--- config.mk ---
export PLATFORM = sky130hd
export DESIGN_NAME = codec_sample_frame_sync
export DESIGN_NICKNAME = d
export VERILOG_FILES = /design/src/core/codec_sync_pkg.sv /design/src/core/codec_sample_frame_sync.sv /design/src/core/pair_buffer.sv
export VERILOG_INCLUDE_DIRS = /design/src /design/src/core
export SDC_FILE = /design/constraint.sdc
export NUM_CORES = 1
export LEC_CHECK = 0
export BUFFER_PORTS_ARGS = -buffer_cell sky130_fd_sc_hd__buf_2
export CAP_MARGIN = 30
export CORE_MARGIN = 4
export CORE_UTILIZATION = 37
export CTS_CLUSTER_DIAMETER = 40
export DETAILED_ROUTE_END_ITERATION = 8
export HOLD_SLACK_MARGIN = 0.05
export PLACE_DENSITY = 0.59
export RECOVER_POWER = 50
export SYNTH_ARGS = -nofsm -noshare
export SYNTH_HDL_FRONTEND = slang
export SYNTH_HIERARCHICAL = 1
export SYNTH_SLANG_ARGS = --single-unit
export TNS_END_PERCENT = 30
--- constraint.sdc ---
create_clock -name clk -period 5.37 [get_ports clk]
set_input_delay 0.2685 -clock clk [delete_from_list [all_inputs] [get_ports clk]]
set_output_delay 0.2685 -clock clk [all_outputs]
set_load 0.1 [all_outputs]
--- src/core/codec_sync_regs.svh ---
// Named offsets, field positions, reset values and counts for the codec
// sample synchroniser. Assumes inclusion by bare name from core/ sources.
`ifndef CODEC_SYNC_REGS_SVH
`define CODEC_SYNC_REGS_SVH

// ****************************************************************
// Register map (byte addresses on the register bus)
// ****************************************************************
`define CS_ADDR_W 8
`define CS_OFS_CTRL 8'h00
`define CS_OFS_AUDIO_RATE_DIVISOR 8'h04
`define CS_OFS_TEL_DIV 8'h08
`define CS_OFS_STATUS 8'h0c
`define CS_OFS_COUNT 8'h10

// ****************************************************************
// Control and status fields
// ****************************************************************
`define CS_F_AUD_IN 0
`define CS_F_AUD_OUT 1
`define CS_F_TEL_IN 2
`define CS_F_TEL_OUT 3
`define CS_F_SIDETONE 4
`define CS_CTRL_W 5
`define CS_CTRL_RST 5'h00
`define CS_DIV_W 8
`define CS_DIV_RST 8'h08
`define CS_ST_AUD_RUN 0
`define CS_ST_TEL_RUN 1
`define CS_ST_AUD_OVR 2
`define CS_ST_TEL_OVR 3

// ****************************************************************
// Frame layout and timing
// ****************************************************************
`define CS_FR_LAST 6'd63
`define CS_FR_AUD_MSB 0
`define CS_AUD_W 12
`define CS_FR_TEL_MSB 32
`define CS_TEL_W 14
`define CS_FR_AUD_VLD 30
`define CS_FR_TEL_VLD 31
`define CS_TICK_MASK 4'hf
`define CS_RESP_OKAY 2'b00
`define CS_RESP_SLVERR 2'b10

`endif

--- src/core/codec_sync_pkg.sv ---
// Types shared by the codec sample synchroniser.
// Assumes the constants header is included where numbers are needed.
package codec_sync_pkg;

    // Frame tracker position, Gray along idle -> armed -> in frame
    typedef enum logic [1:0] {
        LINK_IDLE = 2'b00,
        LINK_ARMED = 2'b01,
        LINK_INFRAME = 2'b11
    } link_state_e;

    typedef logic [7:0] divisor_t;

endpackage

--- src/core/codec_sample_frame_sync.sv ---
// Codec sample synchroniser on the framed serial bus, with an AXI4-Lite
// register slave. Assumes bus clock pin well below clk/8.
// Summary of operation
// - Sample moments from bus clock and divisors.
// - Counters start frame after path enable.
// - Audio bits 11-0, telecom bits 45-32.
// - Audio valid bit 30, telecom bit 31.
// - Use samples only when valid flag set.
// - Hand samples on during sixty-fourth bit.
// - Divisor multiple of four locks frame rate.
// - Sidetone cancel follows its enable bit.
// - Audio sample 12 bits, MSB at bit 0.
// - Telecom sample 14 bits from bit 32.
// - Control writes apply at sixty-fourth bit.
// - Sample in on falling, drive on rising.
//
// The register offsets and the AXI4-Lite interface to the registers were decided locally.
`timescale 1ns/1ps
`include "codec_sync_regs.svh"
module codec_sample_frame_sync (
    input wire logic clk,
    input wire logic rst,
    input wire logic [`CS_ADDR_W-1:0] s_axi_awaddr,
    input wire logic s_axi_awvalid,
    output logic s_axi_awready,
    input wire logic [31:0] s_axi_wdata,
    input wire logic [3:0] s_axi_wstrb,
    input wire logic s_axi_wvalid,
    output logic s_axi_wready,
    output logic [1:0] s_axi_bresp,
    output logic s_axi_bvalid,
    input wire logic s_axi_bready,
    input wire logic [`CS_ADDR_W-1:0] s_axi_araddr,
    input wire logic s_axi_arvalid,
    output logic s_axi_arready,
    output logic [31:0] s_axi_rdata,
    output logic [1:0] s_axi_rresp,
    output logic s_axi_rvalid,
    input wire logic s_axi_rready,
    input wire logic bus_clock_pin,
    input wire logic frame_start_pulse,
    input wire logic frame_data_in,
    output logic frame_data_out,
    output logic [`CS_AUD_W-1:0] audio_sample,
    output logic audio_sample_valid,
    input wire logic audio_sample_ready,
    output logic [`CS_TEL_W-1:0] tel_sample,
    output logic tel_sample_valid,
    input wire logic tel_sample_ready,
    output logic audio_moment,
    output logic tel_moment,
    output logic sidetone_cancel_enable
);
    import codec_sync_pkg::*;

    // ****************************************************************
    // Pin synchronisers
    // ****************************************************************
    logic [2:0] pin_s1_q;
    logic [2:0] pin_s2_q;
    logic [2:0] pin_s3_q;
    logic [2:0] pin_q;
    logic [2:0] pin_prev_q;
    logic bclk_rise;
    logic bclk_fall;

    // Three stages; a level counts once stages two and three agree
    always_ff @(posedge clk or posedge rst) begin
        if (rst) begin
            pin_s1_q <= '0;
            pin_s2_q <= '0;
            pin_s3_q <= '0;
            pin_q <= '0;
            pin_prev_q <= '0;
        end else begin
            pin_s1_q <= {frame_data_in, frame_start_pulse, bus_clock_pin};
            pin_s2_q <= pin_s1_q;
            pin_s3_q <= pin_s2_q;
            for (int i = 0; i < 3; i++) begin
                if (pin_s2_q[i] == pin_s3_q[i]) begin
                    pin_q[i] <= pin_s3_q[i];
                end
            end
            pin_prev_q <= pin_q;
        end
    end
    assign bclk_rise = pin_q[0] & ~pin_prev_q[0];
    assign bclk_fall = ~pin_q[0] & pin_prev_q[0];

    // ****************************************************************
    // Frame tracking and inbound capture
    // ****************************************************************
    link_state_e link_q;
    logic [5:0] bit_q;
    logic [63:0] frame_q;
    logic frame_end;
    logic frame_begin;

    assign frame_end = bclk_fall && link_q == LINK_INFRAME &&
        bit_q == `CS_FR_LAST;
    assign frame_begin = bclk_fall && link_q == LINK_ARMED;

    // Sync arms the tracker; data sampled on falling edges
    always_ff @(posedge clk or posedge rst) begin
        if (rst) begin
            link_q <= LINK_IDLE;
            bit_q <= '0;
            frame_q <= '0;
        end else begin
            if (bclk_rise && pin_q[1]) begin
                link_q <= LINK_ARMED;
            end else if (bclk_fall) begin
                unique case (link_q)
                    LINK_IDLE: ;
                    LINK_ARMED: begin
                        link_q <= LINK_INFRAME;
                        frame_q[0] <= pin_q[2];
                        bit_q <= 6'd1;
                    end
                    LINK_INFRAME: begin
                        frame_q[bit_q] <= pin_q[2];
                        bit_q <= bit_q + 6'd1;
                        if (bit_q == `CS_FR_LAST) begin
                            link_q <= LINK_IDLE;
                        end
                    end
                endcase
            end
        end
    end

    // Outbound: only valid flags, driven on rising edges
    logic [`CS_CTRL_W-1:0] ctrl_q;
    always_ff @(posedge clk or posedge rst) begin
        if (rst) begin
            frame_data_out <= 1'b0;
        end else if (bclk_rise) begin
            frame_data_out <= (bit_q == 6'(`CS_FR_AUD_VLD) &&
                ctrl_q[`CS_F_AUD_IN]) || (bit_q == 6'(`CS_FR_TEL_VLD) &&
                ctrl_q[`CS_F_TEL_IN]);
        end
    end

    // ****************************************************************
    // Inbound sample extraction and buffering
    // ****************************************************************
    logic [`CS_AUD_W-1:0] aud_word;
    logic [`CS_TEL_W-1:0] tel_word;
    logic aud_push;
    logic tel_push;
    logic aud_in_ready;
    logic tel_in_ready;
    logic aud_ovr_q;
    logic tel_ovr_q;

    // MSB arrives first, so bit order reverses
    always_comb begin
        aud_word = '0;
        tel_word = '0;
        for (int i = 0; i < `CS_AUD_W; i++) begin
            aud_word[`CS_AUD_W-1-i] = frame_q[`CS_FR_AUD_MSB+i];
        end
        for (int i = 0; i < `CS_TEL_W; i++) begin
            tel_word[`CS_TEL_W-1-i] = frame_q[`CS_FR_TEL_MSB+i];
        end
    end

    // Push at the last bit only when flagged valid
    assign aud_push = frame_end && frame_q[`CS_FR_AUD_VLD];
    assign tel_push = frame_end && frame_q[`CS_FR_TEL_VLD];

    pair_buffer #(.W(`CS_AUD_W)) u_aud_buf (
        .clk(clk),
        .rst(rst),
        .in_valid(aud_push),
        .in_ready(aud_in_ready),
        .in_data(aud_word),
        .out_valid(audio_sample_valid),
        .out_ready(audio_sample_ready),
        .out_data(audio_sample)
    );

    pair_buffer #(.W(`CS_TEL_W)) u_tel_buf (
        .clk(clk),
        .rst(rst),
        .in_valid(tel_push),
        .in_ready(tel_in_ready),
        .in_data(tel_word),
        .out_valid(tel_sample_valid),
        .out_ready(tel_sample_ready),
        .out_data(tel_sample)
    );

    // A full buffer cannot stall the frame, so the loss is flagged
    logic ovr_clr;
    always_ff @(posedge clk or posedge rst) begin
        if (rst) begin
            aud_ovr_q <= 1'b0;
            tel_ovr_q <= 1'b0;
        end else begin
            if (aud_push && !aud_in_ready) begin
                aud_ovr_q <= 1'b1;
            end else if (ovr_clr) begin
                aud_ovr_q <= 1'b0;
            end
            if (tel_push && !tel_in_ready) begin
                tel_ovr_q <= 1'b1;
            end else if (ovr_clr) begin
                tel_ovr_q <= 1'b0;
            end
        end
    end

    // ****************************************************************
    // Control application and sample counters
    // ****************************************************************
    logic [`CS_CTRL_W-1:0] ctrl_pend_q;
    divisor_t audio_rate_divisor_q;
    divisor_t tel_div_q;
    divisor_t aud_cnt_q;
    divisor_t tel_cnt_q;
    logic aud_run_q;
    logic tel_run_q;
    logic aud_on;
    logic tel_on;
    logic tick;

    // Staged control lands at the last bit of a frame
    always_ff @(posedge clk or posedge rst) begin
        if (rst) begin
            ctrl_q <= `CS_CTRL_RST;
            sidetone_cancel_enable <= 1'b0;
        end else begin
            if (frame_end) begin
                ctrl_q <= ctrl_pend_q;
            end
            sidetone_cancel_enable <= ctrl_q[`CS_F_SIDETONE];
        end
    end

    assign aud_on = ctrl_q[`CS_F_AUD_IN] | ctrl_q[`CS_F_AUD_OUT];
    assign tel_on = ctrl_q[`CS_F_TEL_IN] | ctrl_q[`CS_F_TEL_OUT];
    // One tick per 16 bus clocks: divisor 4 gives one per frame
    assign tick = bclk_fall && link_q == LINK_INFRAME &&
        bit_q[3:0] == `CS_TICK_MASK;

    // Start at next frame begin; idle codec held at zero
    always_ff @(posedge clk or posedge rst) begin
        if (rst) begin
            aud_run_q <= 1'b0;
            tel_run_q <= 1'b0;
        end else begin
            if (!aud_on) begin
                aud_run_q <= 1'b0;
            end else if (frame_begin) begin
                aud_run_q <= 1'b1;
            end
            if (!tel_on) begin
                tel_run_q <= 1'b0;
            end else if (frame_begin) begin
                tel_run_q <= 1'b1;
            end
        end
    end

    // Count 0..divisor-1, moment pulse on wrap
    always_ff @(posedge clk or posedge rst) begin
        if (rst) begin
            aud_cnt_q <= '0;
            tel_cnt_q <= '0;
            audio_moment <= 1'b0;
            tel_moment <= 1'b0;
        end else begin
            audio_moment <= 1'b0;
            tel_moment <= 1'b0;
            if (!aud_run_q) begin
                aud_cnt_q <= '0;
            end else if (tick) begin
                if (aud_cnt_q + 8'd1 >= audio_rate_divisor_q) begin
                    aud_cnt_q <= '0;
                    audio_moment <= 1'b1;
                end else begin
                    aud_cnt_q <= aud_cnt_q + 8'd1;
                end
            end
            if (!tel_run_q) begin
                tel_cnt_q <= '0;
            end else if (tick) begin
                if (tel_cnt_q + 8'd1 >= tel_div_q) begin
                    tel_cnt_q <= '0;
                    tel_moment <= 1'b1;
                end else begin
                    tel_cnt_q <= tel_cnt_q + 8'd1;
                end
            end
        end
    end

    // ****************************************************************
    // AXI4-Lite register slave
    // ****************************************************************
    logic [`CS_ADDR_W-1:0] waddr_q;
    logic [31:0] wdata_q;
    logic [3:0] wstrb_q;
    logic aw_have_q;
    logic w_have_q;
    logic do_write;
    logic wmap;

    assign do_write = aw_have_q && w_have_q && !s_axi_bvalid;
    assign wmap = waddr_q == `CS_OFS_CTRL || waddr_q == `CS_OFS_AUDIO_RATE_DIVISOR ||
        waddr_q == `CS_OFS_TEL_DIV || waddr_q == `CS_OFS_STATUS;
    assign ovr_clr = do_write && waddr_q == `CS_OFS_STATUS && wstrb_q[0];

    // Address and data taken in either order, one write in flight
    always_ff @(posedge clk or posedge rst) begin
        if (rst) begin
            s_axi_awready <= 1'b1;
            s_axi_wready <= 1'b1;
            s_axi_bvalid <= 1'b0;
            s_axi_bresp <= `CS_RESP_OKAY;
            aw_have_q <= 1'b0;
            w_have_q <= 1'b0;
            waddr_q <= '0;
            wdata_q <= '0;
            wstrb_q <= '0;
        end else begin
            if (s_axi_awvalid && s_axi_awready) begin
                waddr_q <= s_axi_awaddr;
                aw_have_q <= 1'b1;
                s_axi_awready <= 1'b0;
            end
            if (s_axi_wvalid && s_axi_wready) begin
                wdata_q <= s_axi_wdata;
                wstrb_q <= s_axi_wstrb;
                w_have_q <= 1'b1;
                s_axi_wready <= 1'b0;
            end
            if (do_write) begin
                s_axi_bvalid <= 1'b1;
                s_axi_bresp <= wmap ? `CS_RESP_OKAY : `CS_RESP_SLVERR;
                aw_have_q <= 1'b0;
                w_have_q <= 1'b0;
            end
            if (s_axi_bvalid && s_axi_bready) begin
                s_axi_bvalid <= 1'b0;
                s_axi_awready <= 1'b1;
                s_axi_wready <= 1'b1;
            end
        end
    end

    // Register contents; divisors follow writes at once
    always_ff @(posedge clk or posedge rst) begin
        if (rst) begin
            ctrl_pend_q <= `CS_CTRL_RST;
            audio_rate_divisor_q <= `CS_DIV_RST;
            tel_div_q <= `CS_DIV_RST;
        end else if (do_write && wstrb_q[0]) begin
            if (waddr_q == `CS_OFS_CTRL) begin
                ctrl_pend_q <= wdata_q[`CS_CTRL_W-1:0];
            end
            if (waddr_q == `CS_OFS_AUDIO_RATE_DIVISOR) begin
                audio_rate_divisor_q <= wdata_q[`CS_DIV_W-1:0];
            end
            if (waddr_q == `CS_OFS_TEL_DIV) begin
                tel_div_q <= wdata_q[`CS_DIV_W-1:0];
            end
        end
    end

    // Read side; unmapped addresses answer SLVERR with zero data
    always_ff @(posedge clk or posedge rst) begin
        if (rst) begin
            s_axi_arready <= 1'b1;
            s_axi_rvalid <= 1'b0;
            s_axi_rdata <= '0;
            s_axi_rresp <= `CS_RESP_OKAY;
        end else if (s_axi_arvalid && s_axi_arready) begin
            s_axi_arready <= 1'b0;
            s_axi_rvalid <= 1'b1;
            s_axi_rresp <= `CS_RESP_OKAY;
            s_axi_rdata <= '0;
            unique case (s_axi_araddr)
                `CS_OFS_CTRL: s_axi_rdata <= {27'h0, ctrl_pend_q};
                `CS_OFS_AUDIO_RATE_DIVISOR: s_axi_rdata <= {24'h0, audio_rate_divisor_q};
                `CS_OFS_TEL_DIV: s_axi_rdata <= {24'h0, tel_div_q};
                `CS_OFS_STATUS: s_axi_rdata <= {28'h0, tel_ovr_q, aud_ovr_q,
                    tel_run_q, aud_run_q};
                `CS_OFS_COUNT: s_axi_rdata <= {16'h0, tel_cnt_q, aud_cnt_q};
                default: s_axi_rresp <= `CS_RESP_SLVERR;
            endcase
        end else if (s_axi_rvalid && s_axi_rready) begin
            s_axi_rvalid <= 1'b0;
            s_axi_arready <= 1'b1;
        end
    end

    // ****************************************************************
    // Checks
    // ****************************************************************
    aud_wrap_a: assert property (@(posedge clk) disable iff (rst)
        aud_run_q && tick && aud_cnt_q + 8'd1 >= audio_rate_divisor_q |=>
        audio_moment && aud_cnt_q == 8'd0)
        else $error("audio counter did not wrap");
    tel_wrap_a: assert property (@(posedge clk) disable iff (rst)
        tel_moment |-> $past(tel_run_q) && $past(tick))
        else $error("telecom moment without tick");
    idle_hold_a: assert property (@(posedge clk) disable iff (rst)
        !aud_on ##1 !aud_on |=> aud_cnt_q == 8'd0 && !aud_run_q)
        else $error("idle audio counter not held");
    start_frame_a: assert property (@(posedge clk) disable iff (rst)
        $rose(aud_run_q) |-> $past(frame_begin))
        else $error("audio counter started off frame");
    ctrl_apply_a: assert property (@(posedge clk) disable iff (rst)
        ctrl_q != $past(ctrl_q) |-> $past(frame_end))
        else $error("control changed away from last bit");
    valid_gate_a: assert property (@(posedge clk) disable iff (rst)
        frame_end && !frame_q[`CS_FR_AUD_VLD] |=>
        audio_sample_valid == $past(audio_sample_valid) ||
        $past(audio_sample_ready))
        else $error("invalid audio sample was pushed");
    push_time_a: assert property (@(posedge clk) disable iff (rst)
        $rose(tel_sample_valid) |-> $past(frame_end))
        else $error("telecom sample outside last bit");
    side_follow_a: assert property (@(posedge clk) disable iff (rst)
        ctrl_q[`CS_F_SIDETONE] ##1 ctrl_q[`CS_F_SIDETONE] |->
        sidetone_cancel_enable)
        else $error("sidetone cancel not following enable");
    resp_wait_a: assert property (@(posedge clk) disable iff (rst)
        s_axi_bvalid && !s_axi_bready |=> s_axi_bvalid)
        else $error("write response dropped early");
endmodule

--- src/core/pair_buffer.sv ---
// Two-entry valid/ready buffer for one sample stream.
// Assumes one clock and asynchronous active-high reset.
`timescale 1ns/1ps
module pair_buffer #(
    parameter int W = 12
) (
    input wire logic clk,
    input wire logic rst,
    input wire logic in_valid,
    output logic in_ready,
    input wire logic [W-1:0] in_data,
    output logic out_valid,
    input wire logic out_ready,
    output logic [W-1:0] out_data
);
    logic v0_q;
    logic v1_q;
    logic [W-1:0] d0_q;
    logic [W-1:0] d1_q;
    logic push;
    logic pop;

    // Ready only from the second slot, so a stall never drops a word
    assign in_ready = ~v1_q;
    assign out_valid = v0_q;
    assign out_data = d0_q;
    assign push = in_valid & ~v1_q;
    assign pop = v0_q & out_ready;

    // Slot update: head leaves on pop, tail moves forward
    always_ff @(posedge clk or posedge rst) begin
        if (rst) begin
            v0_q <= 1'b0;
            v1_q <= 1'b0;
            d0_q <= '0;
            d1_q <= '0;
        end else if (push && pop) begin
            if (v1_q) begin
                d0_q <= d1_q;
                d1_q <= in_data;
            end else begin
                d0_q <= in_data;
            end
        end else if (push) begin
            if (!v0_q) begin
                d0_q <= in_data;
                v0_q <= 1'b1;
            end else begin
                d1_q <= in_data;
                v1_q <= 1'b1;
            end
        end else if (pop) begin
            d0_q <= d1_q;
            v0_q <= v1_q;
            v1_q <= 1'b0;
        end
    end
endmodule

==> impl_metrics.py <==
metrics = {
    "grt": {
        "most_heavily_used_metal_layer_in_global_routing": "met2",
        "overflow": 0,
        "first_global_vias": 6323,
        "met3_usage_pct": 2.66,
        "grt_use_met1_pct": 21.6,
        "grt_max_degree": 95,
        "grt_pass1_wl_mm": 33.7,
        "grt_use_total_pct": 14.5,
        "use_met2_pct": 21.7,
        "grt_antenna_before_repair": 0,
    },
    "placed_design": {
        "placed_cell_area_um2": 10200,
        "pre_cts_slack_ns": 1.91,
        "placed_wire_length_estimate_mm": 14.1,
        "place_congestion": 0.854,
        "count_of_input_and_output_buffers": 91,
    },
    "sta": {
        "maxSlewHeadroom_pct": -134,
        "finalClockSkew_ns": 0.0129,
        "fin_ws_ns": 1.63,
        "final-max-slew-violation-count": 126,
        "setup-violations-final": 0,
        "period_share_pct": 69.6,
        "grt_setup_unrepaired": "false",
        "tightestPinTransition_ns": 3.51,
        "finalCriticalPeriod_ns": 3.74,
        "setup_tns_ns": 0,
        "max_freq_ghz": 0.267,
        "hold_viol_final": 0,
    },
    "critical_path": {
        "critPathCaptureType": "async pin",
        "setup.worst_path.class": "in -> async",
        "r2r_slack_ns": 1.90,
        "worstReg2RegEnd": "u_aud_buf/d1_q[5]$_DFFE_PP0P_",
        "regToRegStartpoint": "bit_q[1]$_DFFE_PP0P_",
        "worstPathArrival_ns": 4.25,
        "timing.reg2reg.worst_path_depth": 9,
        "timing.critical_path.fanout_max": 94,
        "critical_path.startpoint_type": "primary input",
        "critical_path_required_ns": 5.88,
    },
    "detailed_routing": {
        "postRouteAntennaNets": 0,
        "via_total_after_detailed_routing": 6407,
        "firstDrtPassIters": 5,
        "via_per_inst": 5.06,
        "route.detailed.wl_per_inst_um": 15.8,
        "routed_wirelength_mm": 19.9,
        "detail_route.drc_violations": 0,
        "drt_iter0_drc": 437,
    },
    "finish": {
        "num-nets-final": 1006,
        "ff_latch_area_um2": 4940,
        "diode_count": 0,
        "drive_above_1_share_pct": 23.7,
        "total_non_filler_cell_area_in_the_finished_layout_um2": 10900,
        "fillers": 2418,
        "area_growth_pct": 14.3,
        "multiInputGateArea_um2": 4150,
    },
    "synthesis": {
        "yosys_register_bits": 197,
        "synth-edff-count": 0,
        "synth_area_per_cell_um2": 11.6,
        "synth_sequential_area_ratio_pct": 51.7,
        "cell_types_occupying_the_most_area_after_synthesis": "dfrtp_1, mux2_2, mux2_4",
        "synth_top_cell_area_share_pct": 50.4,
        "asyncSetResetFlopFracSynth_pct": 100,
        "syn_inst": 821,
        "yosysMostFrequentCell": "dfrtp_1",
        "synth_top_area_cell": "dfrtp_1",
        "ys_dominant_reg_cell": "dfrtp_1",
        "netlist_area_um2": 9540,
        "yosys_warnings": 6,
        "yosysUniqueCellTypes": 70,
        "synth.cells.most_frequent": "dfrtp_1, mux2_2, nand2_1, nor2_1, inv_1",
    },
    "floorplanning": {
        "start_util_pct": 37.8,
        "chipWidth_um": 169,
        "fp-row-count": 58,
        "dieArea_um2": 28400,
        "boundaryPins": 137,
        "core_um2": 25300,
        "die_y_um": 169,
    },
    "status": {
        "failing_checks": "max-capacitance violations, max-slew violations",
        "outcome": "finished with violations",
    },
    "power": {
        "fin_total_pwr_mw": 3.96,
        "leakagePower_nw": 5.17,
        "power_density_nw_per_um2": 363,
        "switching_power_mw": 1.42,
        "pwr-share-comb_pct": 22.5,
        "vdd.ir_drop.worst_mv": 0.213,
        "internal-power_mw": 2.54,
        "power.share.switching_pct": 35.8,
        "power.clock.fraction_pct": 30.7,
        "seq_power_share_pct": 46.8,
    },
    "clock_tree": {
        "cts-buffers-inserted": 17,
        "cts-resized-gates": 0,
        "clockRootBuffer": "clkbuf_16",
        "clock_sink_count": 197,
        "tritoncts_clock_tree": "yes",
        "cts_buffer_depth": 2,
        "clock_latency_ns": 0.43,
        "cts.clk_slew.worst_paths_ns": 0.07,
        "cts_max_level": 4,
    },
    "hold_path": {
        "min_path_cells": 2,
        "hold_path_class": "in -> reg",
        "timing.hold.worst_endpoint": "wdata_q[6]$_DFFE_PP0P_",
        "hp-start": "s_axi_wdata[6]",
    },
    "run": {
        "drv.max_cap_violation_count": 2,
    },
}
[sequential cells by signal (all words and copies together) (netlist names), 5 cells and up]
register,flops
ctrl_q,5
tel_cnt_q,8
waddr_q,8
s_axi_rdata,16
ctrl_pend_q,5
u_aud_buf/d1_q,12
u_aud_buf/out_data,12
u_tel_buf/d1_q,14
tel_div_q,8
wdata_q,8
audio_rate_divisor_q,8
frame_q,28
u_tel_buf/out_data,14
aud_cnt_q,8
bit_q,6
[kinds of logic (layout without fill, tap and decap cells)]
kind of cell	after synthesis	after routing	synth area share (%)
mux	121	121	15.2
fa+ha+maj	23	23	2.94
buf+inv	104	201	5.34
compound gates	143	143	11.5
xor+xnor	10	10	0.918
other cells	1	18	0.0393
simple gates	222	222	12.3
flops	197	197	51.7
[critical path, stage by stage]
cell and delay (ns):
dlygate4sd3_1 0.53, clkbuf_1 0.12, inv_1 2.44, buf_4 0.83
[power by group through the flow]
stage          registers (mW)  clock network (mW)  logic, mW
3_5_place_dp             1.89                   0      0.897
3_3_place_gp             1.88                   0      0.885
2_1_floorplan            2.17                   0      0.431
5_1_grt                  1.89                1.32      0.958
6_report                 1.85                1.21      0.892
4_1_cts                  1.86                1.25      0.911
[final cells by class]
type | instances | share of cell area [%]
clock inverters | 14 | 1.06
repair buffers | 116 | 5.96
clock buffers | 18 | 4.03
flip-flops and latches | 197 | 45.3
multi-input cells | 537 | 38.1
well taps | 330 | 3.79
inverters | 53 | 1.82
[worst max path at each step]
stage / slack [ns] / to / from / cells past startpoint
after detailed placement: 1.91 / u_aud_buf/d1_q[5]$_DFFE_PP0P_ / bit_q[1]$_DFFE_PP0P_ / 9
after global routing: 0.83 / tel_cnt_q[6]$_DFFE_PP0P_ / rst / 4
final: 1.63 / s_axi_rdata[15]$_DFFE_PP0P_ / rst / 4
after CTS: 1.88 / u_aud_buf/d1_q[5]$_DFFE_PP0P_ / bit_q[1]$_DFFE_PP0P_ / 9
after global placement: 1.89 / u_aud_buf/d1_q[5]$_DFFE_PP0P_ / bit_q[1]$_DFFE_PP0P_ / 9
after floorplan: 1.33 / aud_cnt_q[0]$_DFFE_PP0P_ / rst / 1
[per-stage QoR]
step	hold slack [ns]	std cells	util, %
after floorplan	0.300	838	-
after global placement	0.335	1211	40.3
after detailed placement	0.335	1212	40.5
after CTS	0.0503	1264	43.4
after global routing	0.0586	1265	43.2
final	0.0717	1265	43.2
[cells in the final DEF (no fill, tap or decap), drive strengths merged, types with 3 or more instances in the layout]
cell type,count
buf,62
o31ai,6
a21o,4
a21oi,16
ha,20
o22a,3
mux2i,20
dfstp,5
nor2b,10
nor3,9
maj3,3
dlygate4sd3,21
conb,18
or2,3
dfrtp,192
nand3b,6
a21boi,15
nor4,3
xnor2,8
nand3,18
a22o,13
o211ai,6
a221oi,20
o2111ai,6
inv,61
and3,13
o21ai,32
mux4,4
a22oi,8
nor2,58
clkbuf,51
clkinv,5
or3b,6
mux2,97
nor3b,3
a221o,7
nand2,56
nand2b,23
[metal layers]
metal | up-vias | wire (um) | part of all wire [%]
met5 | - | 0 | 0
met4 | 0 | 246 | 1.2
met3 | 16 | 833 | 4.2
met2 | 136 | 8880 | 45
met1 | 3168 | 9970 | 50
li1 | 3087 | - | -
[repair_timing]
action / 4_1_cts / 5_1_grt
hold buffers: 20 / 1
hold endpoints to repair: 59 / 1
setup buffers: 0 / 0
No activity file was read; power rests on OpenSTA's default activity.
